`src/logic/pxs_regs.vh`:
```
// Constants of the parallel expansion site port: register offsets,
// field positions, reset values and timing counts.
// Assumes inclusion by bare name from the design files.
`ifndef PXS_REGS_VH
`define PXS_REGS_VH

// ----------------------------------------------------------------
// Register offsets (word addresses on the control port)
// ----------------------------------------------------------------
`define PXS_OFS_RESET_CTRL   4'h0
`define PXS_OFS_IRQ0_ROUTE   4'h1
`define PXS_OFS_IRQ1_ROUTE   4'h2
`define PXS_OFS_IRQ2_ROUTE   4'h3
`define PXS_OFS_IRQ3_ROUTE   4'h4
`define PXS_OFS_NMI_ROUTE    4'h5
`define PXS_OFS_TIO_CONFIG   4'h6
`define PXS_OFS_IRQ_STATUS   4'h7
`define PXS_OFS_IRQ_MASK     4'h8
`define PXS_OFS_BUS_STATUS   4'h9

// ----------------------------------------------------------------
// Field positions and reset values
// ----------------------------------------------------------------
`define PXS_BIT_MOD_RESET    0
`define PXS_BIT_TIO0_GPIO    0
`define PXS_BIT_TIO0_DIR     1
`define PXS_BIT_TIO0_DATA    2
`define PXS_RST_RESET_CTRL   1'h0
`define PXS_RST_ROUTE        2'h0
`define PXS_RST_TIO_CONFIG   3'h0
`define PXS_RST_IRQ_MASK     4'h0
`define PXS_ST_BIT_DONE      0
`define PXS_ST_BIT_TIMEOUT   1
`define PXS_ST_BIT_ALT_DONE  2
`define PXS_ST_BIT_IRQ_FALL  3

// ----------------------------------------------------------------
// Timing
// ----------------------------------------------------------------
`define PXS_CLK_PERIOD_PS    4000
`define PXS_READY_LIMIT_NS   2000
`define PXS_READY_LIMIT_CYC  ((`PXS_READY_LIMIT_NS * 1000) / `PXS_CLK_PERIOD_PS)

`endif

```
`src/logic/pxs_irq_edge.v`:
```
// Falling-edge detector for one active-low module interrupt input.
// Assumes the input is synchronous to the clock in name only and so
// passes it through two flip-flops before looking at it.
`timescale 1ns/1ps

module pxs_irq_edge
(
	input  wire core_clk_in,
	input  wire rst_in,
	input  wire irq_n_in,
	output reg  fall_out,
	output wire level_n_out
);

	reg meta_r;
	reg sync_r;
	reg last_r;

	assign level_n_out = sync_r;

	always @(posedge core_clk_in)
	begin
		if (rst_in)
		begin
			meta_r   <= 1'b1;
			sync_r   <= 1'b1;
			last_r   <= 1'b1;
			fall_out <= 1'b0;
		end
		else
		begin
			meta_r   <= irq_n_in;
			sync_r   <= meta_r;
			last_r   <= sync_r;
			fall_out <= last_r & ~sync_r;
		end
	end

endmodule // pxs_irq_edge

```
`src/logic/pxs_site_port.v`:
```
// Parallel expansion site port: DSP I/O window onto the daughter module,
// module reset, interrupt routing and the first timer/IO pin.
// Assumes a DSP-side I/O request port and a simple register port, all
// synchronous to core_clk_in.
//
// What this block does
// - The site is a 64K by 16 window in DSP I/O space with sixteen address lines and a 16-bit data bus.
// - DSP I/O accesses go to the site only while the space select flag is low.
// - With the flag high, accesses go to the 8-bit parallel area of the serial site instead.
// - Only full 16-bit transfers are made at the site, with no width or byte select signals.
// - An active-low strobe marks each access to the site.
// - An active-low write enable gives the direction during a strobed transfer.
// - One common strobe qualifies the cycle and a separate write level gives its direction.
// - A transfer stays open until ready is seen low; if READY_LIMIT cycles pass first, it ends with all-ones data.
// - An active-low module reset output follows a software bit in the reset control register.
// - Two active-low module interrupts route to any of four DSP interrupt inputs or to NMI.
// - A routed DSP interrupt is raised on the falling edge of a module interrupt, not its level.
// - The first timer/IO pin is either the DSP timer output or a general I/O pin by configuration.
`timescale 1ns/1ps
`include "pxs_regs.vh"

module pxs_site_port
#(
	parameter READY_LIMIT = `PXS_READY_LIMIT_CYC
)
(
	input  wire        core_clk_in,
	input  wire        rst_in,
	// DSP I/O request side
	input  wire        dsp_io_req_in,
	input  wire        dsp_io_write_in,
	input  wire [15:0] dsp_io_addr_in,
	input  wire [15:0] dsp_io_wdata_in,
	input  wire        space_select_flag_in,
	output wire        dsp_io_ready_out,
	output reg         dsp_io_done_out,
	output reg  [15:0] dsp_io_rdata_out,
	// Parallel expansion site pins
	output reg  [15:0] expansion_address_lines_out,
	output reg  [15:0] expansion_data_lines_out,
	output reg         expansion_data_oe_out,
	input  wire [15:0] expansion_data_lines_in,
	output reg         expansion_strobe_n_out,
	output reg         expansion_write_enable_n_out,
	input  wire        expansion_ready_n_in,
	output wire        expansion_module_reset_n_out,
	input  wire        expansion_irq0_n_in,
	input  wire        expansion_irq1_n_in,
	// Serial site 8-bit parallel area
	output reg         alt_area_req_out,
	output reg         alt_area_write_out,
	output reg  [15:0] alt_area_addr_out,
	output reg  [7:0]  alt_area_wdata_out,
	input  wire        alt_area_done_in,
	input  wire [7:0]  alt_area_rdata_in,
	// DSP interrupt lines, one-cycle pulses
	output reg  [3:0]  dsp_ext_irq_inputs_out,
	output reg         dsp_nmi_out,
	// First timer/IO pin
	input  wire        dsp_timer_out_in,
	input  wire        timer_io_pin0_in,
	output reg         timer_io_pin0_out,
	output reg         timer_io_pin0_oe_out,
	// Register port
	input  wire [3:0]  reg_addr_in,
	input  wire [15:0] reg_wdata_in,
	input  wire        reg_write_in,
	input  wire        reg_read_in,
	output reg  [15:0] reg_rdata_out,
	output wire        irq_out
);

	// ----------------------------------------------------------------
	// States
	// ----------------------------------------------------------------
	localparam ST_IDLE  = 2'h0;
	localparam ST_WAIT  = 2'h1;
	localparam ST_ALT   = 2'h2;
	localparam ST_END   = 2'h3;

	reg [1:0]  state_r;
	reg [15:0] wait_cnt_r;
	reg        rdy_meta_r;
	reg        rdy_sync_r;
	reg        mod_reset_r;
	reg [1:0]  route_r [0:4];
	reg [2:0]  tio_cfg_r;
	reg [3:0]  irq_status_r;
	reg [3:0]  irq_mask_r;
	reg [3:0]  irq_status_nxt;

	wire [1:0] fall;
	wire [1:0] irq_level_n;
	reg  [4:0] route_hit;
	reg        ev_done;
	reg        ev_timeout;
	reg        ev_alt;

	// ----------------------------------------------------------------
	// Interrupt input synchronisers and edge detectors
	// ----------------------------------------------------------------
	pxs_irq_edge u_edge0
	(
		.core_clk_in (core_clk_in),
		.rst_in      (rst_in),
		.irq_n_in    (expansion_irq0_n_in),
		.fall_out    (fall[0]),
		.level_n_out (irq_level_n[0])
	);

	pxs_irq_edge u_edge1
	(
		.core_clk_in (core_clk_in),
		.rst_in      (rst_in),
		.irq_n_in    (expansion_irq1_n_in),
		.fall_out    (fall[1]),
		.level_n_out (irq_level_n[1])
	);

	// ----------------------------------------------------------------
	// Interrupt routing
	// ----------------------------------------------------------------
	// Route code 0 takes module interrupt 0, code 1 takes module
	// interrupt 1, codes 2 and 3 leave the DSP line unused.
	genvar gi;
	generate
		for (gi = 0; gi < 5; gi = gi + 1)
		begin : g_route
			always @*
			begin
				route_hit[gi] = ((route_r[gi] == 2'h0) & fall[0]) |
				                ((route_r[gi] == 2'h1) & fall[1]);
			end
		end
	endgenerate

	always @(posedge core_clk_in)
	begin
		if (rst_in)
		begin
			dsp_ext_irq_inputs_out <= 4'h0;
			dsp_nmi_out            <= 1'b0;
		end
		else
		begin
			dsp_ext_irq_inputs_out <= route_hit[3:0];
			dsp_nmi_out            <= route_hit[4];
		end
	end

	// ----------------------------------------------------------------
	// Ready synchroniser
	// ----------------------------------------------------------------
	always @(posedge core_clk_in)
	begin
		if (rst_in)
		begin
			rdy_meta_r <= 1'b1;
			rdy_sync_r <= 1'b1;
		end
		else
		begin
			rdy_meta_r <= expansion_ready_n_in;
			rdy_sync_r <= rdy_meta_r;
		end
	end

	// ----------------------------------------------------------------
	// Transfer sequencer
	// ----------------------------------------------------------------
	assign dsp_io_ready_out = (state_r == ST_IDLE);

	always @(posedge core_clk_in)
	begin
		if (rst_in)
		begin
			state_r                      <= ST_IDLE;
			wait_cnt_r                   <= 16'h0000;
			expansion_address_lines_out  <= 16'h0000;
			expansion_data_lines_out     <= 16'h0000;
			expansion_data_oe_out        <= 1'b0;
			expansion_strobe_n_out       <= 1'b1;
			expansion_write_enable_n_out <= 1'b1;
			alt_area_req_out             <= 1'b0;
			alt_area_write_out           <= 1'b0;
			alt_area_addr_out            <= 16'h0000;
			alt_area_wdata_out           <= 8'h00;
			dsp_io_done_out              <= 1'b0;
			dsp_io_rdata_out             <= 16'h0000;
			ev_done                      <= 1'b0;
			ev_timeout                   <= 1'b0;
			ev_alt                       <= 1'b0;
		end
		else
		begin
			dsp_io_done_out <= 1'b0;
			ev_done         <= 1'b0;
			ev_timeout      <= 1'b0;
			ev_alt          <= 1'b0;
			case (state_r)
				ST_IDLE:
				begin
					if (dsp_io_req_in && !space_select_flag_in)
					begin
						expansion_address_lines_out  <= dsp_io_addr_in;
						expansion_data_lines_out     <= dsp_io_wdata_in;
						expansion_data_oe_out        <= dsp_io_write_in;
						expansion_strobe_n_out       <= 1'b0;
						expansion_write_enable_n_out <= ~dsp_io_write_in;
						wait_cnt_r                   <= 16'h0000;
						state_r                      <= ST_WAIT;
					end
					else if (dsp_io_req_in)
					begin
						alt_area_req_out   <= 1'b1;
						alt_area_write_out <= dsp_io_write_in;
						alt_area_addr_out  <= dsp_io_addr_in;
						alt_area_wdata_out <= dsp_io_wdata_in[7:0];
						state_r            <= ST_ALT;
					end
				end
				ST_WAIT:
				begin
					if (!rdy_sync_r)
					begin
						dsp_io_rdata_out <= expansion_data_lines_in;
						dsp_io_done_out  <= 1'b1;
						ev_done          <= 1'b1;
						state_r          <= ST_END;
					end
					else if (wait_cnt_r == READY_LIMIT[15:0] - 16'h0001)
					begin
						// A missing module would hang the DSP; give up with
						// all-ones data and flag it.
						dsp_io_rdata_out <= 16'hFFFF;
						dsp_io_done_out  <= 1'b1;
						ev_timeout       <= 1'b1;
						state_r          <= ST_END;
					end
					else
					begin
						wait_cnt_r <= wait_cnt_r + 16'h0001;
					end
					if (!rdy_sync_r || wait_cnt_r == READY_LIMIT[15:0] - 16'h0001)
					begin
						expansion_strobe_n_out       <= 1'b1;
						expansion_write_enable_n_out <= 1'b1;
					end
				end
				ST_ALT:
				begin
					if (alt_area_done_in)
					begin
						alt_area_req_out <= 1'b0;
						dsp_io_rdata_out <= {8'h00, alt_area_rdata_in};
						dsp_io_done_out  <= 1'b1;
						ev_alt           <= 1'b1;
						state_r          <= ST_IDLE;
					end
				end
				ST_END:
				begin
					// Data held one cycle past the strobe's rise, then released.
					expansion_data_oe_out <= 1'b0;
					if (rdy_sync_r)
					begin
						state_r <= ST_IDLE;
					end
				end
				default:
				begin
					state_r <= ST_IDLE;
				end
			endcase
		end
	end

	// ----------------------------------------------------------------
	// Timer/IO pin 0
	// ----------------------------------------------------------------
	always @(posedge core_clk_in)
	begin
		if (rst_in)
		begin
			timer_io_pin0_out    <= 1'b0;
			timer_io_pin0_oe_out <= 1'b0;
		end
		else if (tio_cfg_r[`PXS_BIT_TIO0_GPIO])
		begin
			timer_io_pin0_out    <= tio_cfg_r[`PXS_BIT_TIO0_DATA];
			timer_io_pin0_oe_out <= tio_cfg_r[`PXS_BIT_TIO0_DIR];
		end
		else
		begin
			timer_io_pin0_out    <= dsp_timer_out_in;
			timer_io_pin0_oe_out <= 1'b1;
		end
	end

	// ----------------------------------------------------------------
	// Registers
	// ----------------------------------------------------------------
	assign expansion_module_reset_n_out = ~mod_reset_r;
	assign irq_out = |(irq_status_r & irq_mask_r);

	always @*
	begin
		irq_status_nxt = irq_status_r;
		if (reg_read_in && reg_addr_in == `PXS_OFS_IRQ_STATUS)
			irq_status_nxt = 4'h0;
		irq_status_nxt = irq_status_nxt | {(|fall), ev_alt, ev_timeout, ev_done};
	end

	integer k;
	always @(posedge core_clk_in)
	begin
		if (rst_in)
		begin
			mod_reset_r   <= `PXS_RST_RESET_CTRL;
			tio_cfg_r     <= `PXS_RST_TIO_CONFIG;
			irq_mask_r    <= `PXS_RST_IRQ_MASK;
			irq_status_r  <= 4'h0;
			reg_rdata_out <= 16'h0000;
			for (k = 0; k < 5; k = k + 1)
				route_r[k] <= `PXS_RST_ROUTE;
		end
		else
		begin
			irq_status_r <= irq_status_nxt;
			if (reg_write_in)
			begin
				case (reg_addr_in)
					`PXS_OFS_RESET_CTRL: mod_reset_r   <= reg_wdata_in[`PXS_BIT_MOD_RESET];
					`PXS_OFS_IRQ0_ROUTE: route_r[0]    <= reg_wdata_in[1:0];
					`PXS_OFS_IRQ1_ROUTE: route_r[1]    <= reg_wdata_in[1:0];
					`PXS_OFS_IRQ2_ROUTE: route_r[2]    <= reg_wdata_in[1:0];
					`PXS_OFS_IRQ3_ROUTE: route_r[3]    <= reg_wdata_in[1:0];
					`PXS_OFS_NMI_ROUTE:  route_r[4]    <= reg_wdata_in[1:0];
					`PXS_OFS_TIO_CONFIG: tio_cfg_r     <= reg_wdata_in[2:0];
					`PXS_OFS_IRQ_MASK:   irq_mask_r    <= reg_wdata_in[3:0];
					default:             mod_reset_r   <= mod_reset_r;
				endcase
			end
			if (reg_read_in)
			begin
				case (reg_addr_in)
					`PXS_OFS_RESET_CTRL: reg_rdata_out <= {15'h0000, mod_reset_r};
					`PXS_OFS_IRQ0_ROUTE: reg_rdata_out <= {14'h0000, route_r[0]};
					`PXS_OFS_IRQ1_ROUTE: reg_rdata_out <= {14'h0000, route_r[1]};
					`PXS_OFS_IRQ2_ROUTE: reg_rdata_out <= {14'h0000, route_r[2]};
					`PXS_OFS_IRQ3_ROUTE: reg_rdata_out <= {14'h0000, route_r[3]};
					`PXS_OFS_NMI_ROUTE:  reg_rdata_out <= {14'h0000, route_r[4]};
					`PXS_OFS_TIO_CONFIG: reg_rdata_out <= {12'h000, timer_io_pin0_in, tio_cfg_r};
					`PXS_OFS_IRQ_STATUS: reg_rdata_out <= {12'h000, irq_status_r};
					`PXS_OFS_IRQ_MASK:   reg_rdata_out <= {12'h000, irq_mask_r};
					`PXS_OFS_BUS_STATUS: reg_rdata_out <= {11'h000, irq_level_n, rdy_sync_r,
					                                       state_r};
					default:             reg_rdata_out <= 16'h0000;
				endcase
			end
		end
	end

endmodule // pxs_site_port

```
`config.mk`:
```
export PLATFORM = sky130hd
export DESIGN_NAME = pxs_site_port
export DESIGN_NICKNAME = d
export VERILOG_FILES = /design/src/logic/pxs_irq_edge.v /design/src/logic/pxs_site_port.v
export VERILOG_INCLUDE_DIRS = /design/src /design/src/logic
export SDC_FILE = /design/constraint.sdc
export NUM_CORES = 1
export LEC_CHECK = 0
export BUFFER_PORTS_ARGS = -buffer_cell sky130_fd_sc_hd__clkbuf_2
export CAP_MARGIN = 30
export CORE_ASPECT_RATIO = 0.75
export CORE_MARGIN = 4
export CORE_UTILIZATION = 50
export CTS_BUF_LIST = sky130_fd_sc_hd__clkbuf_4 sky130_fd_sc_hd__clkbuf_8
export DETAILED_ROUTE_END_ITERATION = 6
export PLACE_DENSITY_LB_ADDON = 0.12
export SETUP_SLACK_MARGIN = 0.4
export SKIP_LAST_GASP = 1
export SLEW_MARGIN = 20
export SYNTH_ARGS = -nofsm -noshare
export SYNTH_HDL_FRONTEND = slang
export SYNTH_SLANG_ARGS = --single-unit
```
`constraint.sdc`:
```
create_clock -name core_clk_in -period 2.67 [get_ports core_clk_in]
set_input_delay 0.534 -clock core_clk_in [delete_from_list [all_inputs] [get_ports core_clk_in]]
set_output_delay 0.534 -clock core_clk_in [all_outputs]
set_load 0.05 [all_outputs]
```
After elaboration in Yosys (flattened, before gate mapping)
Memory sizes are Yosys's and may differ from the RTL's.
Cells that the tools add are included.
{"block": "op_classes", "n_addsub": 1, "multipliers": 0, "div": 0, "n_lt_le_gt_ge": 0, "n_eq_ne": 28, "shifts": 0, "muxes": 62, "n_bitwise": 32, "reduce_logical": 32}
{"operator": "$mux W16", "n": 6}
{"operator": "$pmux W16 S2", "n": 2}
{"operator": "$pmux W5 S10", "n": 1}
{"operator": "$mux W1", "n": 35}
{"operator": "$mux W2", "n": 11}
{"operator": "$add A16 B1 Y16 const B", "n": 1}
{"operator": "$eq A16 B9 Y1 const B", "n": 1}
{"operator": "$eq A4 B3 Y1 const B", "n": 4}
{"operator": "$ne A2 B2 Y1 const B", "n": 7}
{"operator": "$and A1 B1 Y1", "n": 12}
{"operator": "$eq A2 B1 Y1 const B", "n": 6}
{"operator": "$logic_not A2 Y1", "n": 6}
{"operator": "$reduce_and A4 Y1", "n": 3}
{"operator": "$or A1 B1 Y1", "n": 10}
{"operator": "$pmux W1 S2", "n": 5}
{"operator": "$reduce_and A2 Y1", "n": 5}
{"operator": "$reduce_and A3 Y1", "n": 3}
{"operator": "$eq A4 B2 Y1 const B", "n": 2}
{"operator": "$eq A4 B4 Y1 const B", "n": 2}
{"operator": "$not A1 Y1", "n": 8}
{"operator": "$pmux W2 S4", "n": 1}
{"operator": "$reduce_bool A2 Y1", "n": 4}
{"operator": "$reduce_or A2 Y1", "n": 3}
{"operator": "$and A4 B4 Y4", "n": 1}
{"operator": "13 further kinds", "n": 16}
{"block": "totals", "ff_bits": 144, "latchBits": 0, "ramBits": 10, "mem_bits_ro": 0, "n_memories": 1}
{"memory": "route_r", "depth": 5, "word_bits": 2, "rd": 5, "rd_clocked_by_memory_dff": 0, "write_ports": 5, "line_no": "pxs_site_port.v:86", "rtl": "reg [1:0] route_r [0:4];"}

Logic depth before layout (Yosys ltp)
{"block": "logic_depth", "ltp_word": 6, "mapped_depth": 9, "mapped_depth_nobuf": 6}

By module
From an unflattened synthesis, not the netlist that was laid out.
{"block": "unflattened", "hier_cells": 669, "hier_area_um2": 5878.1}
{"mod": "pxs_site_port", "instances": 1, "cells_per_inst": 653, "area_per_inst_um2": 5665.4, "seq_area_each_um2": 2802.7}
{"mod": "pxs_irq_edge", "instances": 2, "cells_per_inst": 8, "area_per_inst_um2": 106.4, "seq_area_each_um2": 80.1}

Worst setup path before layout
OpenSTA, ideal clock, no wires.
{"block": "synth_path", "kind": "reg-to-reg", "start": "register state_r[0]", "end": "register wait_cnt_r[11]", "setup_ns": 0.070, "arrival_ns": 2.395, "required_ns": 2.600, "slack_ns": 0.204, "path_stages_with_launch": 9, "n_path_buf": 2, "cell_sequence": "dfxtp_1 -> inv_1 -> ha_1 -> clkbuf_1 -> and3b_1 -> clkbuf_1 -> o2111ai_1 -> or4_1 -> a21oi_1"}
{"block": "synth_via", "elab_chain_cells": 3, "elab_cells_between_ends": 8}
{"item": "start, declared", "line_no": "pxs_site_port.v:81", "rtl": "reg [1:0] state_r;"}
{"item": "start signal, assigned", "line_no": "pxs_site_port.v:177", "rtl": "state_r <= ST_IDLE;"}
{"item": "start signal, assigned", "line_no": "pxs_site_port.v:211", "rtl": "state_r <= ST_WAIT;"}
{"item": "start signal, assigned", "line_no": "pxs_site_port.v:219", "rtl": "state_r <= ST_ALT;"}
{"item": "$logic_not A2 Y1 (*)"}
{"item": "named net dsp_io_ready_out", "line_no": "pxs_site_port.v:35", "rtl": "output wire dsp_io_ready_out,"}
{"item": "$ne A2 B1 Y1 (no line) / $reduce_bool A2 Y1 (equally long branches)"}
{"item": "$reduce_and A4 Y1 (no line)"}
{"item": "end signal, assigned", "line_no": "pxs_site_port.v:242", "rtl": "wait_cnt_r <= wait_cnt_r + 16'h0001;"}
{"item": "end, declared", "line_no": "pxs_site_port.v:82", "rtl": "reg [15:0] wait_cnt_r;"}
The timed path passes the listed nets; every way through them passes the cells marked *.
A chain may end at the register's enable or synchronous reset.

Final worst setup path
{"block": "layout_path", "start": "register wait_cnt_r[0]", "end": "register dsp_io_rdata_out[6]"}
{"block": "layout_via", "elab_chain_cells": 3}
{"item": "$eq A16 B9 Y1", "line_no": "pxs_site_port.v:231", "rtl": "else if (wait_cnt_r == READY_LIMIT[15:0] - 16'h0001)"}
{"item": "$ne A3 B3 Y1 (no line)"}
{"item": "$reduce_and A3 Y1 (no line)"}
{"item": "end signal, assigned", "line_no": "pxs_site_port.v:226", "rtl": "dsp_io_rdata_out <= expansion_data_lines_in;"}
{"item": "end signal, assigned", "line_no": "pxs_site_port.v:255", "rtl": "dsp_io_rdata_out <= {8'h00, alt_area_rdata_in};"}
{"item": "end, declared", "line_no": "pxs_site_port.v:37", "rtl": "output reg [15:0] dsp_io_rdata_out,"}
Every way passes these cells.

==> out/results.ini <==
[grt]
grt_first_pass_wirelength_mm=25.20
grt_pass1_vias=5180
grtUsageTotal=0.2228
grt_antenna_before_repair=0
gr-total-overflow=0
grt_max_degree=91

[synthesis]
synth-seq-area-share=0.4895
synth_enable_flop_cells=10
synth_cell_type_count=57
postSynthCellCount=688
async_flop_share=0
ys_dominant_reg_cell=sky130_fd_sc_hd__dfxtp_1
synth_top_area_cell=sky130_fd_sc_hd__dfxtp_1
yosys_warnings=0
cell_area_after_synthesis_sq_um=6053
area_contributors_post_synth=sky130_fd_sc_hd__dfxtp_1 (44%), sky130_fd_sc_hd__nand2_1 (7.6%), sky130_fd_sc_hd__a21oi_1 (7.0%)
post-synth-top-count-cell=sky130_fd_sc_hd__dfxtp_1
post_synth.cell_area_avg_sq_um=8.798
synth-seq-cells=143
synth_top_cells_by_count=sky130_fd_sc_hd__dfxtp_1 (133), sky130_fd_sc_hd__nand2_1 (122), sky130_fd_sc_hd__a21oi_1 (85)
synth_top_cell_area_share=0.4399

[detailed_routing]
detail_route.vias_per_cell=5.318
antenna_violating_nets_post_route=0
post_drt_wl_per_cell_microns=15.54
total_via_count_in_the_routed_design=5408
drcViolationCount=0
first_pass_iters=5
detail_route.wirelength_mm=15.80
drt-initial-drc-count=360

[floorplan]
fp.dieW_microns=135.1
floorplan.die_area_sq_um=13950
pin_count=193
coreArea_sq_um=11700
std_cell_rows=34
floorplan.initialDensity=0.5174
die_h_microns=103.3

[critical_path]
start_kind=flip-flop
timing.critical_path.required_ns=2.99
r2r_cells=6
crit-reg2reg-capture=dsp_io_rdata_out[6]$_SDFFE_PP0P_
startpoint=wait_cnt_r[0]$_SDFFE_PP0P_
critical_path_class=reg2reg
regToRegSetupSlack_ns=0.49
reg2reg_from=wait_cnt_r[0]$_SDFFE_PP0P_
worst-path-max-fanout=8
worst-endpoint-arrival_ns=2.51
worst_setup_path_end_kind=flip-flop

[sta]
worst_pin_slew_ns=0.6341
setup_repair_after_global_routing_missed_its_margin=yes
maxSlewHeadroom=0.5763
fin_skew_ns=0.01547
finalSetupTns_ns=0
final_hold_violation_count=0
post-route-min-period_ns=2.185
maxSlewViolCount=0
report.final.setup_viol=0
final_min_period_over_clock_period=0.8183
max_clock_freq_ghz=0.4577

[cts]
cts_htree_levels=4
tritoncts_clock_tree=built
clkSinkCount=143
clockBufferDepth=2
post_cts_hold_buffer_count=0
number_of_buffers_created_by_cts=17
clock_transition_time_at_the_flip_flop_clock_pins_of_the_worst_setup_and_hold_paths_ns=0.08
clkLatencyLatePin_ns=0.44
root_buffer_master=sky130_fd_sc_hd__clkbuf_8

[finish]
post_route_cells_drive_above_1_share=0.2947
area_growth_syn_to_layout_pct=22.67
fill_cells=1026
sequential_cell_area_sq_um=2963
final_cell_count_no_fill=1017
fin_nets=937
antenna-diode-count=0
multiInputGateArea_sq_um=2834

[power]
vdd_drop_max_v=0.0004631
power_leakage_nw=3.183
power.density_cell_area_nw_per_um2=875.8

[placement]
dp_cells=983
gpl.final_weighted_congestion=0.8612
detailed_place_hpwl_mm=11.19
io_buffer_count=169

[min_path]
worst_hold_startpoint=expansion_ready_n_in
worst_hold_path_type=in2reg
hold_path_depth=2
hold_end=rdy_meta_r$_SDFF_PP1_

[job]
drv.max_cap_violation_count=0

[status]
run_status=finished, final reports clean

-- through the flow --
step           setup WS, ns  instance area [sq um]  power [mW]  utilization  hold slack, ns
4_1_cts              0.4081                   7397       6.533       0.6323          0.2502
6_report             0.4851                   7426       6.504       0.6348          0.2707
5_1_grt              0.3939                   7426       6.817       0.6348          0.2524
2_1_floorplan        0.4286                   6103       4.325            -          0.3895
3_3_place_gp         0.3904                   6982       4.778       0.5968          0.3917
3_5_place_dp         0.2601                   6982       4.838       0.5968          0.3945
-- flip-flops by register name, summed over array words and instances (netlist names), 2 cells and up --
name and cells:
alt_area_addr_out 16, dsp_io_rdata_out 16, expansion_address_lines_out 16, expansion_data_lines_out 16, wait_cnt_r 16, route_r 10
alt_area_wdata_out 8, reg_rdata_out 5, dsp_ext_irq_inputs_out 4, irq_mask_r 4, irq_status_r 4, tio_cfg_r 3
state_r 2
-- timing repair --
action	in CTS	in global routing
setup endpoints to repair	14	33
resized for setup	3	6
setup buffers	1	1
pin swaps	1	1
-- placed cells by master, fill, tap and decap left out, drive strengths merged, types with 6 or more instances in the layout --
cell type  Yosys  routed
nand3         11      11
dfxtp        133     133
or4            8       8
nor2          46      46
buf           16      13
ha             6       6
nand2        122     122
o21ai         24      24
nor3           7       7
edfxtp        10      10
nand2b        14      14
o22ai          9       9
mux2i         30      30
clkbuf        40     187
inv           19      24
mux2          10      10
o31ai          7       7
or2           10      10
or3            8       8
a21oi         85      85
conb           1      11
nor2b         11      11
-- per-layer routing --
| metal | vias to the layer above | share of wire | global-route usage |
|---|---|---|---|
| met4 | 0 | 0.0091 | 0.05964 |
| met2 | 186 | 0.50 | 0.3796 |
| met5 | - | 0 | 0 |
| li1 | 2666 | - | - |
| met1 | 2539 | 0.42 | 0.2827 |
| met3 | 17 | 0.070 | 0.06335 |
-- worst max path at each step --
stage | slack [ns] | cells past startpoint | to
2_1_floorplan | 0.43 | 8 | wait_cnt_r[11]$_SDFFE_PP0P_
3_3_place_gp | 0.39 | 8 | wait_cnt_r[13]$_SDFFE_PP0P_
3_5_place_dp | 0.26 | 8 | wait_cnt_r[9]$_SDFFE_PP0P_
4_1_cts | 0.41 | 5 | dsp_io_rdata_out[6]$_SDFFE_PP0P_
5_1_grt | 0.39 | 7 | dsp_io_rdata_out[9]$_SDFFE_PP0P_
6_report | 0.49 | 6 | dsp_io_rdata_out[6]$_SDFFE_PP0P_
-- worst max-delay path, stage by stage (launching register included) --
cell and delay, ns:
sky130_fd_sc_hd__dfxtp_1 0.49, sky130_fd_sc_hd__ha_2 0.30, sky130_fd_sc_hd__nand4b_1 0.23, sky130_fd_sc_hd__nor4_4 0.32
sky130_fd_sc_hd__buf_4 0.18, sky130_fd_sc_hd__o221ai_4 0.20, sky130_fd_sc_hd__mux2_4 0.34
-- cell type report --
cell class	count	area share
flip-flops and latches	143	0.3990
multi-input cells	480	0.3816
repair buffers	181	0.1307
clock buffers	19	0.03437
well taps	162	0.02730
clock inverters	13	0.01735
inverters	19	0.009604
-- where the power goes --
group	switching, mW	internal [mW]	leakage [nW]
sequential	0.153	2.42	1.18
clock	0.873	0.790	0.193
combinational	1.61	0.656	1.81
-- logic make-up after synthesis --
group	Yosys count	share of synthesized area
AND/OR/NAND/NOR	262	0.2069
AO/OA/AOI/OAI	158	0.1604
flip-flops	143	0.4895
buffers and inverters	75	0.05477
multiplexers	41	0.07255
adder cells (fa/ha/maj)	6	0.01240
XOR/XNOR	2	0.002894
other	1	0.0006195
(Power assumes the default switching activity.)
